<file path="config.mk">
export PLATFORM = sky130hd
export DESIGN_NAME = sfr_top
export DESIGN_NICKNAME = d
export VERILOG_FILES = /design/src/verilog/sfr_pkg.sv /design/src/verilog/sfr_top.sv
export SDC_FILE = /design/constraint.sdc
export NUM_CORES = 1
export LEC_CHECK = 0
export BUFFER_PORTS_ARGS = -buffer_cell sky130_fd_sc_hd__buf_2
export CAP_MARGIN = 40
export CORE_UTILIZATION = 35
export DETAILED_ROUTE_END_ITERATION = 7
export PLACE_DENSITY_LB_ADDON = 0.08
export RECOVER_POWER = 50
export SETUP_SLACK_MARGIN = 0.5
export SYNTH_ARGS = -nofsm -noshare
export SYNTH_HDL_FRONTEND = slang
export SYNTH_SLANG_ARGS = --single-unit
</file>
<file path="constraint.sdc">
create_clock -name clk_i -period 4.2 [get_ports clk_i]
set_clock_uncertainty 0.2 [all_clocks]
set_input_delay 0.84 -clock clk_i [delete_from_list [all_inputs] [get_ports clk_i]]
set_output_delay 0.84 -clock clk_i [all_outputs]
set_load 0.01 [all_outputs]
</file>
<file path="src/verilog/sfr_pkg.sv">
/*
 * Constants for the self-test sequencer and fault indicator reporter:
 * maintenance test numbers, front panel error codes, indicator timing.
 * Assumes a 100 MHz system clock; the blink cycle count below is derived from it.
 */
package sfr_pkg;
    // Maintenance test numbers carried in the upper byte of command word three.
    localparam logic [7:0] TEST_ALL     = 8'h40;
    localparam logic [7:0] TEST_FIRST   = 8'h41;
    localparam logic [7:0] TEST_LAST    = 8'h50;
    localparam logic [7:0] PERIPH_FIRST = 8'h7C;
    localparam logic [7:0] PERIPH_LAST  = 8'h7F;
    localparam int         CODE_BYTE_LSB = 8;

    // Peripheral memory operations, in the order of codes 7C to 7F.
    typedef enum logic [1:0] {
        PO_READ_PARAM,
        PO_EXEC,
        PO_WRITE,
        PO_READ
    } sfr_periph_e;

    // Front panel error codes.
    localparam logic [3:0] ERR_CPU_A     = 4'h0;
    localparam logic [3:0] ERR_CPU_B     = 4'h1;
    localparam logic [3:0] ERR_CPU_C     = 4'h2;
    localparam logic [3:0] ERR_TAPE_CTRL = 4'h3;
    localparam logic [3:0] ERR_TAPE_ENC  = 4'h4;
    localparam logic [3:0] ERR_TAPE_DRV  = 4'h5;
    localparam logic [3:0] ERR_TAPE_NONE = 4'h6;
    localparam logic [3:0] ERR_HS_DATA   = 4'h8;
    localparam logic [3:0] ERR_SERVO     = 4'h9;
    localparam logic [3:0] ERR_READ      = 4'hA;
    localparam logic [3:0] ERR_WRITE     = 4'hB;
    localparam logic [3:0] ERR_NO_DISK   = 4'hC;
    localparam logic [3:0] ERR_NO_LINK   = 4'hE;
    localparam logic [3:0] ERR_NONE      = 4'hF;

    // Indicator blink timing: one half period of the common blink.
    localparam int CLK_PERIOD_NS  = 10;
    localparam int BLINK_HALF_NS  = 250_000_000;
    localparam int BLINK_HALF_CYC = BLINK_HALF_NS / CLK_PERIOD_NS;

    // Depth of the chassis error code queue.
    localparam int ERR_DEPTH = 8;
endpackage

</file>
<file path="src/verilog/sfr_top.sv">
/*
 * Self-test sequencing and fault indicator logic for the host interface
 * board and the storage chassis it serves. Assumes every input is
 * synchronous to clk_i and that the switch input is already debounced.
 */
`timescale 1ns/1ps

// Summary of operation
// - Fault indicator lights when any board self-test run begins.
// - Fault indicator clears only on a run with no errors; else stays steady.
// - A peripheral-link error during operation makes the fault indicator blink.
// - Host-bus indicator is lit while bus access works, dark when it fails.
// - Each activity indicator lights while its slave set's idle bit is zero.
// - Test number is taken from the upper byte of command word three.
// - Code 40 runs all board tests; 41 to 50 select one test.
// - Codes 7C to 7F are the four peripheral memory operations.
// - Chassis self-test runs after power-up and every system reset.
// - Errors show as four-bit codes; 1111 means no error.
// - Each upward switch actuation steps to the next recorded error code.
// - After 1111 is shown the next actuation restores normal status.
// - Codes 0000 to 0010 report processor, board or power failures.
// - Tape failures use codes 0011, 0100, 0101 and 0110.
// - Disk failures use codes 1000, 1001, 1010, 1011 and 1100.
// - Code 1110 reports a missing host link or interface board.
// - Larger variant reports 1001 on first power-up with uninitialised disk.
// - Disk-ready blinks during disk test, steady on pass, off on failure.
// - Tape-ready load blink waits until the test mode indicator is off.
// - Switch actuations are ignored while host tape activity runs.
module sfr_top #(
    parameter int BLINK_HALF = sfr_pkg::BLINK_HALF_CYC,
    parameter int DEPTH      = sfr_pkg::ERR_DEPTH,
    parameter bit LARGE_DISK = 1'b0
) (
    // Clock and reset.
    input  wire logic                clk_i,
    input  wire logic                reset_i,
    // Host command and interface board test engine.
    input  wire logic                cmd_valid_i,
    input  wire logic [15:0]         cmd_word_three_i,
    input  wire logic                board_done_i,
    input  wire logic                board_fail_i,
    input  wire logic                link_error_i,
    input  wire logic                bus_access_ok_i,
    input  wire logic [1:0]          slave_idle_i,
    output logic                     board_go_o,
    output logic                     board_all_o,
    output logic [3:0]               board_sel_o,
    output logic                     periph_go_o,
    output sfr_pkg::sfr_periph_e     periph_op_o,
    output logic                     cmd_bad_o,
    // Board indicators.
    output logic                     fault_led_o,
    output logic                     bus_led_o,
    output logic [1:0]               busy_led_o,
    // Chassis test engine.
    input  wire logic                sys_reset_i,
    input  wire logic                err_valid_i,
    input  wire logic [3:0]          err_code_i,
    input  wire logic                chassis_done_i,
    input  wire logic                link_absent_i,
    input  wire logic                disk_uninit_i,
    output logic                     chassis_go_o,
    // Front panel.
    input  wire logic                switch_up_i,
    input  wire logic                tape_busy_i,
    input  wire logic                disk_test_i,
    input  wire logic                disk_done_i,
    input  wire logic                disk_pass_i,
    input  wire logic                tape_loading_i,
    input  wire logic                tape_ready_i,
    output logic                     show_errors_o,
    output logic [3:0]               panel_code_o,
    output logic                     test_mode_led_o,
    output logic                     disk_led_o,
    output logic                     tape_led_o
);
    import sfr_pkg::*;

    initial begin
        if (BLINK_HALF < 1 || DEPTH < 2 || DEPTH > 16) begin
            $error("sfr_top: unsupported parameter values");
        end
    end

    typedef enum logic [1:0] {FL_OFF, FL_TESTING, FL_FAILED} sfr_fault_e;
    localparam int QW = $clog2(DEPTH + 1);

    sfr_fault_e        fault_state;
    logic              link_warn;
    logic [31:0]       blink_cnt;
    logic              blink;
    logic              boot;
    logic              switch_prev;
    logic [QW-1:0]     err_cnt;
    logic [QW-1:0]     rd_idx;
    logic [3:0]        err_mem [DEPTH];
    logic              disk_ok;

    // Command decode from the upper byte of command word three.
    wire [7:0] test_code = cmd_word_three_i[CODE_BYTE_LSB +: 8];
    wire       is_all    = (test_code == TEST_ALL);
    wire       is_one    = (test_code >= TEST_FIRST) && (test_code <= TEST_LAST);
    wire       is_perh   = (test_code >= PERIPH_FIRST) && (test_code <= PERIPH_LAST);
    wire [7:0] sel_off   = test_code - TEST_FIRST;
    wire       run_start = cmd_valid_i && (is_all || is_one);

    // Front panel stepping; tape activity masks the switch entirely.
    wire sw_edge   = switch_up_i && !switch_prev && !tape_busy_i;
    wire chs_start = boot || sys_reset_i;
    wire q_full    = (err_cnt == QW'(DEPTH));
    wire [3:0] cur_code = (rd_idx < err_cnt) ? err_mem[rd_idx[$clog2(DEPTH)-1:0]]
                                              : ERR_NONE;
    wire blink_tick = (blink_cnt == 32'(BLINK_HALF - 1));

    // End of run appends one code: link-absent if flagged, else uninitialised-disk (LARGE_DISK only).
    wire       add_link = chassis_done_i && link_absent_i;
    wire       add_disk = chassis_done_i && disk_uninit_i && LARGE_DISK;
    wire       push     = (err_valid_i || add_link || add_disk) && !q_full;
    wire [3:0] push_code = err_valid_i ? err_code_i :
                           add_link ? ERR_NO_LINK : ERR_SERVO;

    // One free-running divider paces every blinking indicator, so they
    // all flash in step and an operator never sees two rates.
    always_ff @(posedge clk_i) begin
        if (reset_i) begin
            blink_cnt <= '0;
            blink     <= 1'b0;
        end else begin
            blink_cnt <= blink_tick ? '0 : blink_cnt + 32'h1;
            if (blink_tick) begin
                blink <= !blink;
            end
        end
    end

    // Go and bad outputs are registered pulses so the test engine sees clean strobes; all, select and op hold until the next command.
    always_ff @(posedge clk_i) begin
        if (reset_i) begin
            board_go_o  <= 1'b0;
            board_all_o <= 1'b0;
            board_sel_o <= 4'h0;
            periph_go_o <= 1'b0;
            periph_op_o <= PO_READ_PARAM;
            cmd_bad_o   <= 1'b0;
        end else begin
            board_go_o  <= run_start;
            periph_go_o <= cmd_valid_i && is_perh;
            cmd_bad_o   <= cmd_valid_i && !(is_all || is_one || is_perh);
            if (cmd_valid_i) begin
                board_all_o <= is_all;
                board_sel_o <= is_one ? sel_off[3:0] : 4'h0;
                periph_op_o <= sfr_periph_e'(test_code[1:0]);
            end
        end
    end

    // Fault indicator. A start always wins over a completion in the same cycle.
    always_ff @(posedge clk_i) begin
        if (reset_i) begin
            fault_state <= FL_OFF;
            link_warn   <= 1'b0;
        end else begin
            if (run_start) begin
                fault_state <= FL_TESTING;
                link_warn   <= link_error_i;
            end else begin
                if (board_done_i && fault_state == FL_TESTING) begin
                    fault_state <= board_fail_i ? FL_FAILED : FL_OFF;
                end
                if (link_error_i) begin
                    link_warn <= 1'b1;
                end
            end
        end
    end

    // Board indicators, all registered.
    always_ff @(posedge clk_i) begin
        if (reset_i) begin
            fault_led_o <= 1'b0;
            bus_led_o   <= 1'b0;
            busy_led_o  <= 2'b00;
        end else begin
            fault_led_o <= (fault_state != FL_OFF) || (link_warn && blink);
            bus_led_o   <= bus_access_ok_i;
            busy_led_o  <= ~slave_idle_i;
        end
    end

    // Chassis run control: the boot flag fires one run after reset release.
    always_ff @(posedge clk_i) begin
        if (reset_i) begin
            boot            <= 1'b1;
            chassis_go_o    <= 1'b0;
            test_mode_led_o <= 1'b0;
        end else begin
            boot         <= 1'b0;
            chassis_go_o <= chs_start;
            if (chs_start) begin
                test_mode_led_o <= 1'b1;
            end else if (chassis_done_i) begin
                test_mode_led_o <= 1'b0;
            end
        end
    end

    // Error queue: a new run empties it, codes are kept in arrival order,
    // and the terminator is implied once the read index reaches the count.
    always_ff @(posedge clk_i) begin
        if (reset_i || chs_start) begin
            err_cnt <= '0;
        end else if (push) begin
            err_cnt <= err_cnt + QW'(1);
        end
    end

    for (genvar i = 0; i < DEPTH; i++) begin : g_slot
        always_ff @(posedge clk_i) begin
            if (reset_i) begin
                err_mem[i] <= ERR_NONE;
            end else if (push && err_cnt == QW'(i)) begin
                err_mem[i] <= push_code;
            end
        end
    end

    // Panel display stepping on each upward switch actuation.
    always_ff @(posedge clk_i) begin
        if (reset_i) begin
            switch_prev   <= 1'b0;
            rd_idx        <= '0;
            show_errors_o <= 1'b0;
            panel_code_o  <= ERR_NONE;
        end else begin
            switch_prev <= switch_up_i;
            if (sw_edge) begin
                if (!show_errors_o) begin
                    show_errors_o <= 1'b1;
                    rd_idx        <= '0;
                end else if (cur_code == ERR_NONE) begin
                    show_errors_o <= 1'b0;
                end else begin
                    rd_idx <= rd_idx + QW'(1);
                end
            end
            panel_code_o <= cur_code;
        end
    end

    // Disk and tape ready indicators.
    always_ff @(posedge clk_i) begin
        if (reset_i) begin
            disk_ok    <= 1'b0;
            disk_led_o <= 1'b0;
            tape_led_o <= 1'b0;
        end else begin
            if (disk_test_i) begin
                disk_ok <= 1'b0;
            end else if (disk_done_i) begin
                disk_ok <= disk_pass_i;
            end
            disk_led_o <= disk_test_i ? blink : disk_ok;
            tape_led_o <= tape_ready_i ||
                          (tape_loading_i && !test_mode_led_o && blink);
        end
    end

    // Checks on the logic above.
    a_fault_on_start: assert property (@(posedge clk_i) disable iff (reset_i)
        run_start |=> ##1 fault_led_o)
        else $error("fault indicator not lit after run start");

    a_fault_stays_lit: assert property (@(posedge clk_i) disable iff (reset_i)
        (fault_state == FL_TESTING && board_done_i && board_fail_i && !run_start)
        |=> ##1 fault_led_o [*3])
        else $error("fault indicator not steady after failed run");

    a_bus_led_follow: assert property (@(posedge clk_i) disable iff (reset_i)
        !$past(reset_i) |-> bus_led_o == $past(bus_access_ok_i))
        else $error("host bus indicator does not follow access state");

    a_busy_led_follow: assert property (@(posedge clk_i) disable iff (reset_i)
        !$past(reset_i) |-> busy_led_o == ~$past(slave_idle_i))
        else $error("activity indicator does not follow idle bits");

    a_test_all_decode: assert property (@(posedge clk_i) disable iff (reset_i)
        (cmd_valid_i && cmd_word_three_i[15:8] == 8'h40)
        |=> board_go_o && board_all_o)
        else $error("code 40 did not start all tests");

    a_periph_decode: assert property (@(posedge clk_i) disable iff (reset_i)
        (cmd_valid_i && cmd_word_three_i[15:8] == 8'h7E)
        |=> periph_go_o && periph_op_o == PO_WRITE && !board_go_o)
        else $error("code 7E not decoded as peripheral write");

    a_chassis_boot: assert property (@(posedge clk_i)
        $fell(reset_i) |=> chassis_go_o ##1 test_mode_led_o)
        else $error("chassis test not started after reset");

    a_switch_masked: assert property (@(posedge clk_i) disable iff (reset_i)
        (tape_busy_i && !chs_start) |=> $stable(rd_idx) && $stable(show_errors_o))
        else $error("switch acted during tape activity");

    a_end_restores: assert property (@(posedge clk_i) disable iff (reset_i)
        (sw_edge && show_errors_o && cur_code == ERR_NONE) |=> !show_errors_o)
        else $error("normal status not restored after terminator");

    a_disk_fail_dark: assert property (@(posedge clk_i) disable iff (reset_i)
        (disk_done_i && !disk_pass_i && !disk_test_i) ##1 !disk_test_i |=> !disk_led_o)
        else $error("disk indicator lit after failed disk test");
endmodule

</file>
==> key figures, run 1 <==
Setup path
  – Critical Path End Type: register
  – Critical Path Most Common Cell: sky130_fd_sc_hd__clkbuf_1
  – Crit-path leading delay family: buffers and inverters
  – Critical path's slowest cell: sky130_fd_sc_hd__clkbuf_1
  – Worst endpoint data arrival time: 2.84 ns
  – Sequence of cells on the critical path: clkbuf_1, clkbuf_1, or2_1, buf_4, nor2_1
  – Critical path startpoint category: input pin
  – Worst path buffer plus inverter count: 3
  – Stage delay of the slowest cell on the critical path: 0.89 ns
  – Data required time of the critical path: 4.22 ns
  – Maximum fanout along the worst path: 32
  – Class of the most critical setup path: input pin to register

Die
  – Vertical die dimension: 117 um
  – Core outline area: 12800 um^2
  – Horizontal die dimension: 117 um
  – Die area: 13800 um^2
  – Count of pins on the block boundary: 64
  – Initial Util: 36.3%
  – Number of rows in the core area: 41

Layout
  – Antenna diode count: 0
  – Layout Nets: 554
  – Area Overhead vs Synth: 13.6%
  – Share of post-route cells with drive strength above 1: 10.3%
  – Final core occ: 41.3%
  – Post-Layout Inst Area: 5300 um^2
  – Final std cells w/o fill: 678

CTS
  – Worst-path clk slew: 0.06 ns
  – Clock tree from TritonCTS: built
  – Master cell of the clock root buffer: sky130_fd_sc_hd__clkbuf_16
  – Clock sink count: 105
  – Clock buffer depth: 2
  – Clk_lat worst skew: 0.34 ns
  – Clock buffers created by TritonCTS: 9
  – PostCTS Resize Cnt: 0
  – CTS H-Tree Depth: 3
  – Setup Buffers After CTS: 0
  – Hold bufs inserted after CTS: 0

Detailed routing
  – Met1 wire length: 4.87 mm
  – Total number of vias: 3339
  – Met3 wire len: 319 um
  – Final Routed Wirelength: 10.1 mm
  – Met2 Wirelength: 4.76 mm
  – Top layer used by detailed routing: met4
  – Detailed-route DRC error count: 0
  – Final antenna-violating net count: 0
  – Count of TritonRoute iterations in the first routing pass: 4
  – Avg Vias per Cell: 4.92
  – Number of violations reported at the end of detailed-routing iteration 0: 196
  – Per-cell routed wire length: 14.8 um

Synth
  – Syn Std Cell Area: 4660 um^2
  – Post-Synthesis Mean Instance Area: 10.4 um^2
  – Cell type with the highest aggregate area in the netlist: sky130_fd_sc_hd__dfxtp_1
  – Synthesized Nets: 502
  – Cell types with the highest counts after synthesis: 73 x sky130_fd_sc_hd__dfxtp_1, 71 x sky130_fd_sc_hd__nor2_1, 54 x sky130_fd_sc_hd__nand2_1
  – Post-synth EDFFs: 32
  – Cell with the most instances after synthesis: sky130_fd_sc_hd__dfxtp_1
  – Part of the Yosys area used for sequential elements: 52.0%
  – Number of warning messages in the yosys log: 0
  – Area share of the largest cell type after synthesis: 31.4%
  – Register bit total from synthesis: 105
  – Fraction of registers with async set or reset after synthesis: 0%
  – Mapped Cells: 450
  – Top FF cell, synth: sky130_fd_sc_hd__dfxtp_1
  – Top cells by area, synth: sky130_fd_sc_hd__dfxtp_1 31%, sky130_fd_sc_hd__edfxtp_1 21%, sky130_fd_sc_hd__nor2_1 5.7%, sky130_fd_sc_hd__nand2_1 4.3%, sky130_fd_sc_hd__xor2_1 4.1%
  – Distinct cell type count of the synthesized netlist: 53

STA
  – Final Setup Violations: 0
  – Min Tclk post-route: 2.82 ns
  – Final Hold Violating Endpoints: 0
  – Number of max-slew violations in the final report: 0
  – Smallest setup slack after layout: 1.38 ns
  – Final total negative setup slack: 0 ns
  – Part of the cycle the worst path needs: 67.1%
  – Slew at the pin with the worst max-slew slack: 1.11 ns
  – F_max: 355 MHz
  – Unrepaired setup endpoints after global routing: false
  – Max-slew headroom: 24.1%

GRT
  – Initial antenna violation count: 0
  – Maximum number of pins on one net before global-route repair: 33
  – First-pass GRT wire length: 16.9 mm
  – Vias in the first global route: 3342
  – Overflow left after global routing: 0
  – Global-route total usage across every layer: 15.6%

Pwr
  – Leakage dissipation: 1.82 nW
  – Worst supply voltage drop on vdd: 0.266 mV
  – Cell Pwr Density: 370 nW/um^2

Placement
  – Post-placement cell area: 5070 um^2
  – Number of instances in the placed design: 663
  – Routability cong.: 0.740
  – Count of buffers inserted at the top-level ports: 54
  – Post-placement setup slack: 1.21 ns
  – HPWL reported at the end of detailed placement: 7.37 mm

Min path
  – Worst hold path type: register to register

Status
  – Status: completed

Flow run
  – Max-cap violation count: 0
## cell type report
cell class	instances	area [um^2]
Fill cell	1294	7530
Sequential cell	105	2420
Multi-Input combinational cell	316	2080
Timing Repair Buffer	58	270
Clock buffer	12	246
Tap cell	172	215
Inverter	12	45.0
Clock inverter	3	16.3
## path summary, 6_finish.rpt
| kind | from | end | slack (ns) | cells after the start |
|---|---|---|---|---|
| worst min register to register | blink_cnt[0]$_SDFF_PP0_ | blink_cnt[0]$_SDFF_PP0_ | 0.27 | 1 |
| worst max-delay path | reset_i | blink_cnt[22]$_SDFF_PP0_ | 1.38 | 5 |
| worst max register to register | err_cnt[1]$_SDFFE_PP0P_ | register | 1.43 | 6 |
| worst min-delay path | blink_cnt[0]$_SDFF_PP0_ | blink_cnt[0]$_SDFF_PP0_ | 0.27 | 1 |
## routing by layer
metal	up-vias	track usage, %
met2	45	25.8
met4	0	3.90
met1	1592	19.9
met3	6	4.43
li1	1696	-
met5	-	0
## placed cells by master, fill, tap and decap left out, types with 2 or more instances in the layout
cell,synthesis,final
sky130_fd_sc_hd__ha_1,11,11
sky130_fd_sc_hd__a2bb2oi_1,4,4
sky130_fd_sc_hd__a31oi_1,5,5
sky130_fd_sc_hd__nor2_1,71,71
sky130_fd_sc_hd__dfxtp_1,73,73
sky130_fd_sc_hd__nand3b_1,5,5
sky130_fd_sc_hd__clkbuf_1,9,28
sky130_fd_sc_hd__and3_1,6,6
sky130_fd_sc_hd__nor3_1,7,7
sky130_fd_sc_hd__xnor2_1,14,14
sky130_fd_sc_hd__a21o_1,2,2
sky130_fd_sc_hd__a211o_1,4,4
sky130_fd_sc_hd__clkbuf_16,0,9
sky130_fd_sc_hd__mux4_1,5,5
sky130_fd_sc_hd__nand4_1,13,13
sky130_fd_sc_hd__nor4_1,8,8
sky130_fd_sc_hd__mux4_2,3,3
sky130_fd_sc_hd__xor2_1,22,22
sky130_fd_sc_hd__nor4b_1,2,2
sky130_fd_sc_hd__nand2_1,54,54
sky130_fd_sc_hd__inv_1,12,12
sky130_fd_sc_hd__nand3_1,13,13
sky130_fd_sc_hd__edfxtp_1,32,32
sky130_fd_sc_hd__clkdlybuf4s18_2,0,2
sky130_fd_sc_hd__or3_1,4,4
sky130_fd_sc_hd__o21ai_0,2,2
sky130_fd_sc_hd__buf_2,2,29
sky130_fd_sc_hd__o21bai_1,9,9
sky130_fd_sc_hd__nor2b_1,4,4
sky130_fd_sc_hd__nand2b_1,6,6
sky130_fd_sc_hd__mux2i_1,11,11
sky130_fd_sc_hd__and4_1,2,2
sky130_fd_sc_hd__a211oi_1,3,3
sky130_fd_sc_hd__clkinv_2,0,2
sky130_fd_sc_hd__a21oi_1,8,8
## where the power goes
part	internal (mW)	total [mW]	switching, mW	leakage, nW
logic	0.0485	0.124	0.0755	0.861
clock network	0.414	0.764	0.350	0.133
registers	1.06	1.07	0.0120	0.822
## per-stage QoR
step                      total power [mW]  hold WS (ns)
after floorplan                       1.17         0.230
after global placement                1.22         0.247
after detailed placement              1.22         0.257
after CTS                             2.00         0.272
after global routing                  2.04         0.315
final                                 1.96         0.266
## flip-flops by register name, indices dropped and copies added, names as in the netlist, 2 cells and up, named ones only
register	flops
periph_op_o	2
err_cnt	4
rd_idx	4
blink_cnt	32
board_sel_o	4
busy_led_o	2
fault_state	2
panel_code_o	4
err_mem	32
## cell families after synthesis
kind of cell    share of synthesized area [%]
flops                                    52.0
xor+xnor                                 6.77
mux                                      6.63
fa+ha+maj                                2.95
buf+inv                                  3.25
compound gates                           6.90
simple gates                             21.5
No activity file was read; power rests on OpenSTA's default activity.
==> run 2: changes to the inputs <==
Clock period 4.2 ns to 2.8 ns, I/O delays scaled along.
==> run 2 against run 1 <==
Worst setup slack worse by 0.90 ns; final cell count is 0.74% higher; cell area is 2.6% higher; non-clock buffer count is 4 higher; wire length is 0.55% lower; critical endpoint is now rd_idx[3]$_SDFFE_PP0P_; largest power group unchanged.
==> key figures, run 2 (same netlist as run 1, synthesis figures left out) <==
Layout
  – Most common cell after layout, fill and taps aside: sky130_fd_sc_hd__nor2_1
  – Layout Nets: 558 (+0.72%)
  – Count of filler cells inserted in the layout: 1334 (+3.1%)
  – Final core occ: 42.4% (+1.1 points)
  – Antenna diode count: 0 (unchanged)
  – Largest registers: blink_cnt: 32 flops, err_mem: 32 flops
  – Share of post-route cells with drive strength above 1: 12.9% (+2.6 points)
  – Sequential cell area: 2430 um^2 (+0.31%)
  – Combined area of the multi-input logic cells: 2120 um^2 (+1.9%)
  – Commonest cells after routing, fill and taps aside: 72 x sky130_fd_sc_hd__nor2_1, 71 x sky130_fd_sc_hd__dfxtp_1, 54 x sky130_fd_sc_hd__nand2_1
  – Area Overhead vs Synth: 16.6%

Detailed routing
  – Detailed-route DRC error count: 0 (unchanged)
  – Count of TritonRoute iterations in the first routing pass: 4 (unchanged)
  – Final antenna-violating net count: 0 (unchanged)
  – Number of violations reported at the end of detailed-routing iteration 0: 177 (-9.7%)
  – Total number of vias: 3343 (+0.12%)
  – Final Routed Wirelength: 10.0 mm (-0.55%)
  – Per-cell routed wire length: 14.6 um (-1.3%)
  – Avg Vias per Cell: 4.89 (-0.61%)

Pwr
  – Cell Pwr Density: 578 nW/um^2 (+56%)
  – Switch Pwr: 0.690 mW (+58%)
  – Relative contribution of the clock network to total power: 42.7% (+3.7 points)
  – Internal Power: 2.45 mW (+61%)
  – Comb power frac: 6.2% (about the same)
  – Worst supply voltage drop on vdd: 0.286 mV (+7.3%)
  – Sequential share of power: 51.1% (-3.6 points)
  – Leakage dissipation: 1.88 nW (+3.5%)
  – Switching portion of total power: 22.0% (-0.36 points)

CTS
  – CTS H-Tree Depth: 3 (unchanged)
  – Master cell of the clock root buffer: sky130_fd_sc_hd__clkbuf_16
  – Worst-path clk slew: 0.07 ns (about the same)
  – Setup Buffers After CTS: 0 (unchanged)
  – Clock sink count: 105 (unchanged)
  – Clock buffer depth: 2 (unchanged)
  – Hold bufs inserted after CTS: 0 (unchanged)
  – Clock buffers created by TritonCTS: 9 (unchanged)
  – Clk_lat worst skew: 0.35 ns (about the same)
  – Clock tree from TritonCTS: built
  – PostCTS Resize Cnt: 2 (+2)

Setup path
  – Stage delay of the slowest cell on the critical path: 0.65 ns (-0.24 ns)
  – Critical path's slowest cell: sky130_fd_sc_hd__or4_1
  – Critical path startpoint category: register
  – Worst path buffer plus inverter count: 0 (-3)
  – Data required time of the critical path: 2.84 ns (-1.38 ns)
  – Worst endpoint data arrival time: 2.36 ns (-0.48 ns)
  – Maximum fanout along the worst path: 8 (-75%)
  – Crit-path leading delay family: simple AND/OR/NAND/NOR gates
  – Critical Path End Type: register
  – Sequence of cells on the critical path: mux4_1, mux2i_2, or4_1, nor4b_4, a211o_1
  – Class of the most critical setup path: register to register

STA
  – Part of the cycle the worst path needs: 82.7%
  – Min Tclk post-route: 2.32 ns
  – F_max: 432 MHz
  – Final Hold Violating Endpoints: 0 (unchanged)
  – Unrepaired setup endpoints after global routing: true
  – Final total negative setup slack: 0 ns (unchanged)
  – Number of max-slew violations in the final report: 0 (unchanged)
  – Max-slew headroom: 31.6% (+7.5 points)
  – Final Setup Violations: 0 (unchanged)
  – Slew at the pin with the worst max-slew slack: 1.03 ns (-0.0842 ns)

Die
  – Vertical die dimension: 117 um (unchanged)
  – Count of pins on the block boundary: 64 (unchanged)
  – Horizontal die dimension: 117 um (unchanged)
  – Number of rows in the core area: 41 (unchanged)
  – Core outline area: 12800 um^2 (unchanged)
  – Die area: 13800 um^2 (unchanged)
  – Initial Util: 36.3% (unchanged)

Placement
  – HPWL reported at the end of detailed placement: 7.26 mm (-1.6%)
  – Routability cong.: 0.755 (+2.1%)
  – Count of buffers inserted at the top-level ports: 54 (unchanged)

GRT
  – Maximum number of pins on one net before global-route repair: 33 (unchanged)
  – Initial antenna violation count: 0 (unchanged)
  – Vias in the first global route: 3383 (+1.2%)
  – First-pass GRT wire length: 16.9 mm (+0.24%)
  – Global-route total usage across every layer: 15.5% (-0.054 points)
  – Overflow left after global routing: 0 (unchanged)

Min path
  – Worst hold path type: input pin to register

Status
  – Status: completed

Flow run
  – Max-cap violation count: 0 (unchanged)
-- run 2: power by group through the flow --
stage                     registers (mW)  clock network, mW  logic (mW)
after global placement              1.64                  0       0.195
after CTS                           1.61               1.38       0.197
final                               1.60               1.34       0.195
after global routing                1.61               1.43       0.215
after detailed placement            1.64                  0       0.196
after floorplan                     1.64                  0       0.123
-- run 2: per-layer routing --
metal | GRT usage [%] | vias to the layer above | routed length (um)
met3 | 2.82 | 17 | 251
li1 | - | 1703 | -
met1 | 20.6 | 1579 | 4840
met5 | 0 | - | 0
met4 | 6.82 | 0 | 218
met2 | 24.7 | 44 | 4690
-- run 2: final cells by class --
type / count / share of cell area (%)
inverter: 12 / 0.829
clock inverter: 3 / 0.852
tap: 172 / 3.96
multi-input combinational: 316 / 39.0
clock buffer: 13 / 5.07
sequential: 105 / 44.7
timing repair buffer: 62 / 5.53
-- run 2: per-stage QoR --
| step | power, mW | instance area (um^2) | hold slack, ns | cells | setup slack [ns] |
|---|---|---|---|---|---|
| 3_3_place_gp | 1.83 | 5100 | 0.246 | 667 | 0.345 |
| 5_1_grt | 3.26 | 5430 | 0.142 | 683 | 0.328 |
| 6_report | 3.14 | 5430 | 0.156 | 683 | 0.484 |
| 3_5_place_dp | 1.84 | 5100 | 0.255 | 667 | 0.320 |
| 4_1_cts | 3.18 | 5420 | 0.142 | 683 | 0.501 |
| 2_1_floorplan | 1.76 | 4660 | 0.230 | 450 | 0.506 |
-- run 2: path summary, 6_finish.rpt --
path	from	endpoint	slack (ns)	cells after the start
min	slave_idle_i[1]	busy_led_o[1]$_SDFF_PP0_	0.16	2
min reg2reg	blink_cnt[0]$_SDFF_PP0_	blink_cnt[0]$_SDFF_PP0_	0.26	1
max reg2reg	register	rd_idx[3]$_SDFFE_PP0P_	0.48	5
max	register	rd_idx[3]$_SDFFE_PP0P_	0.48	5
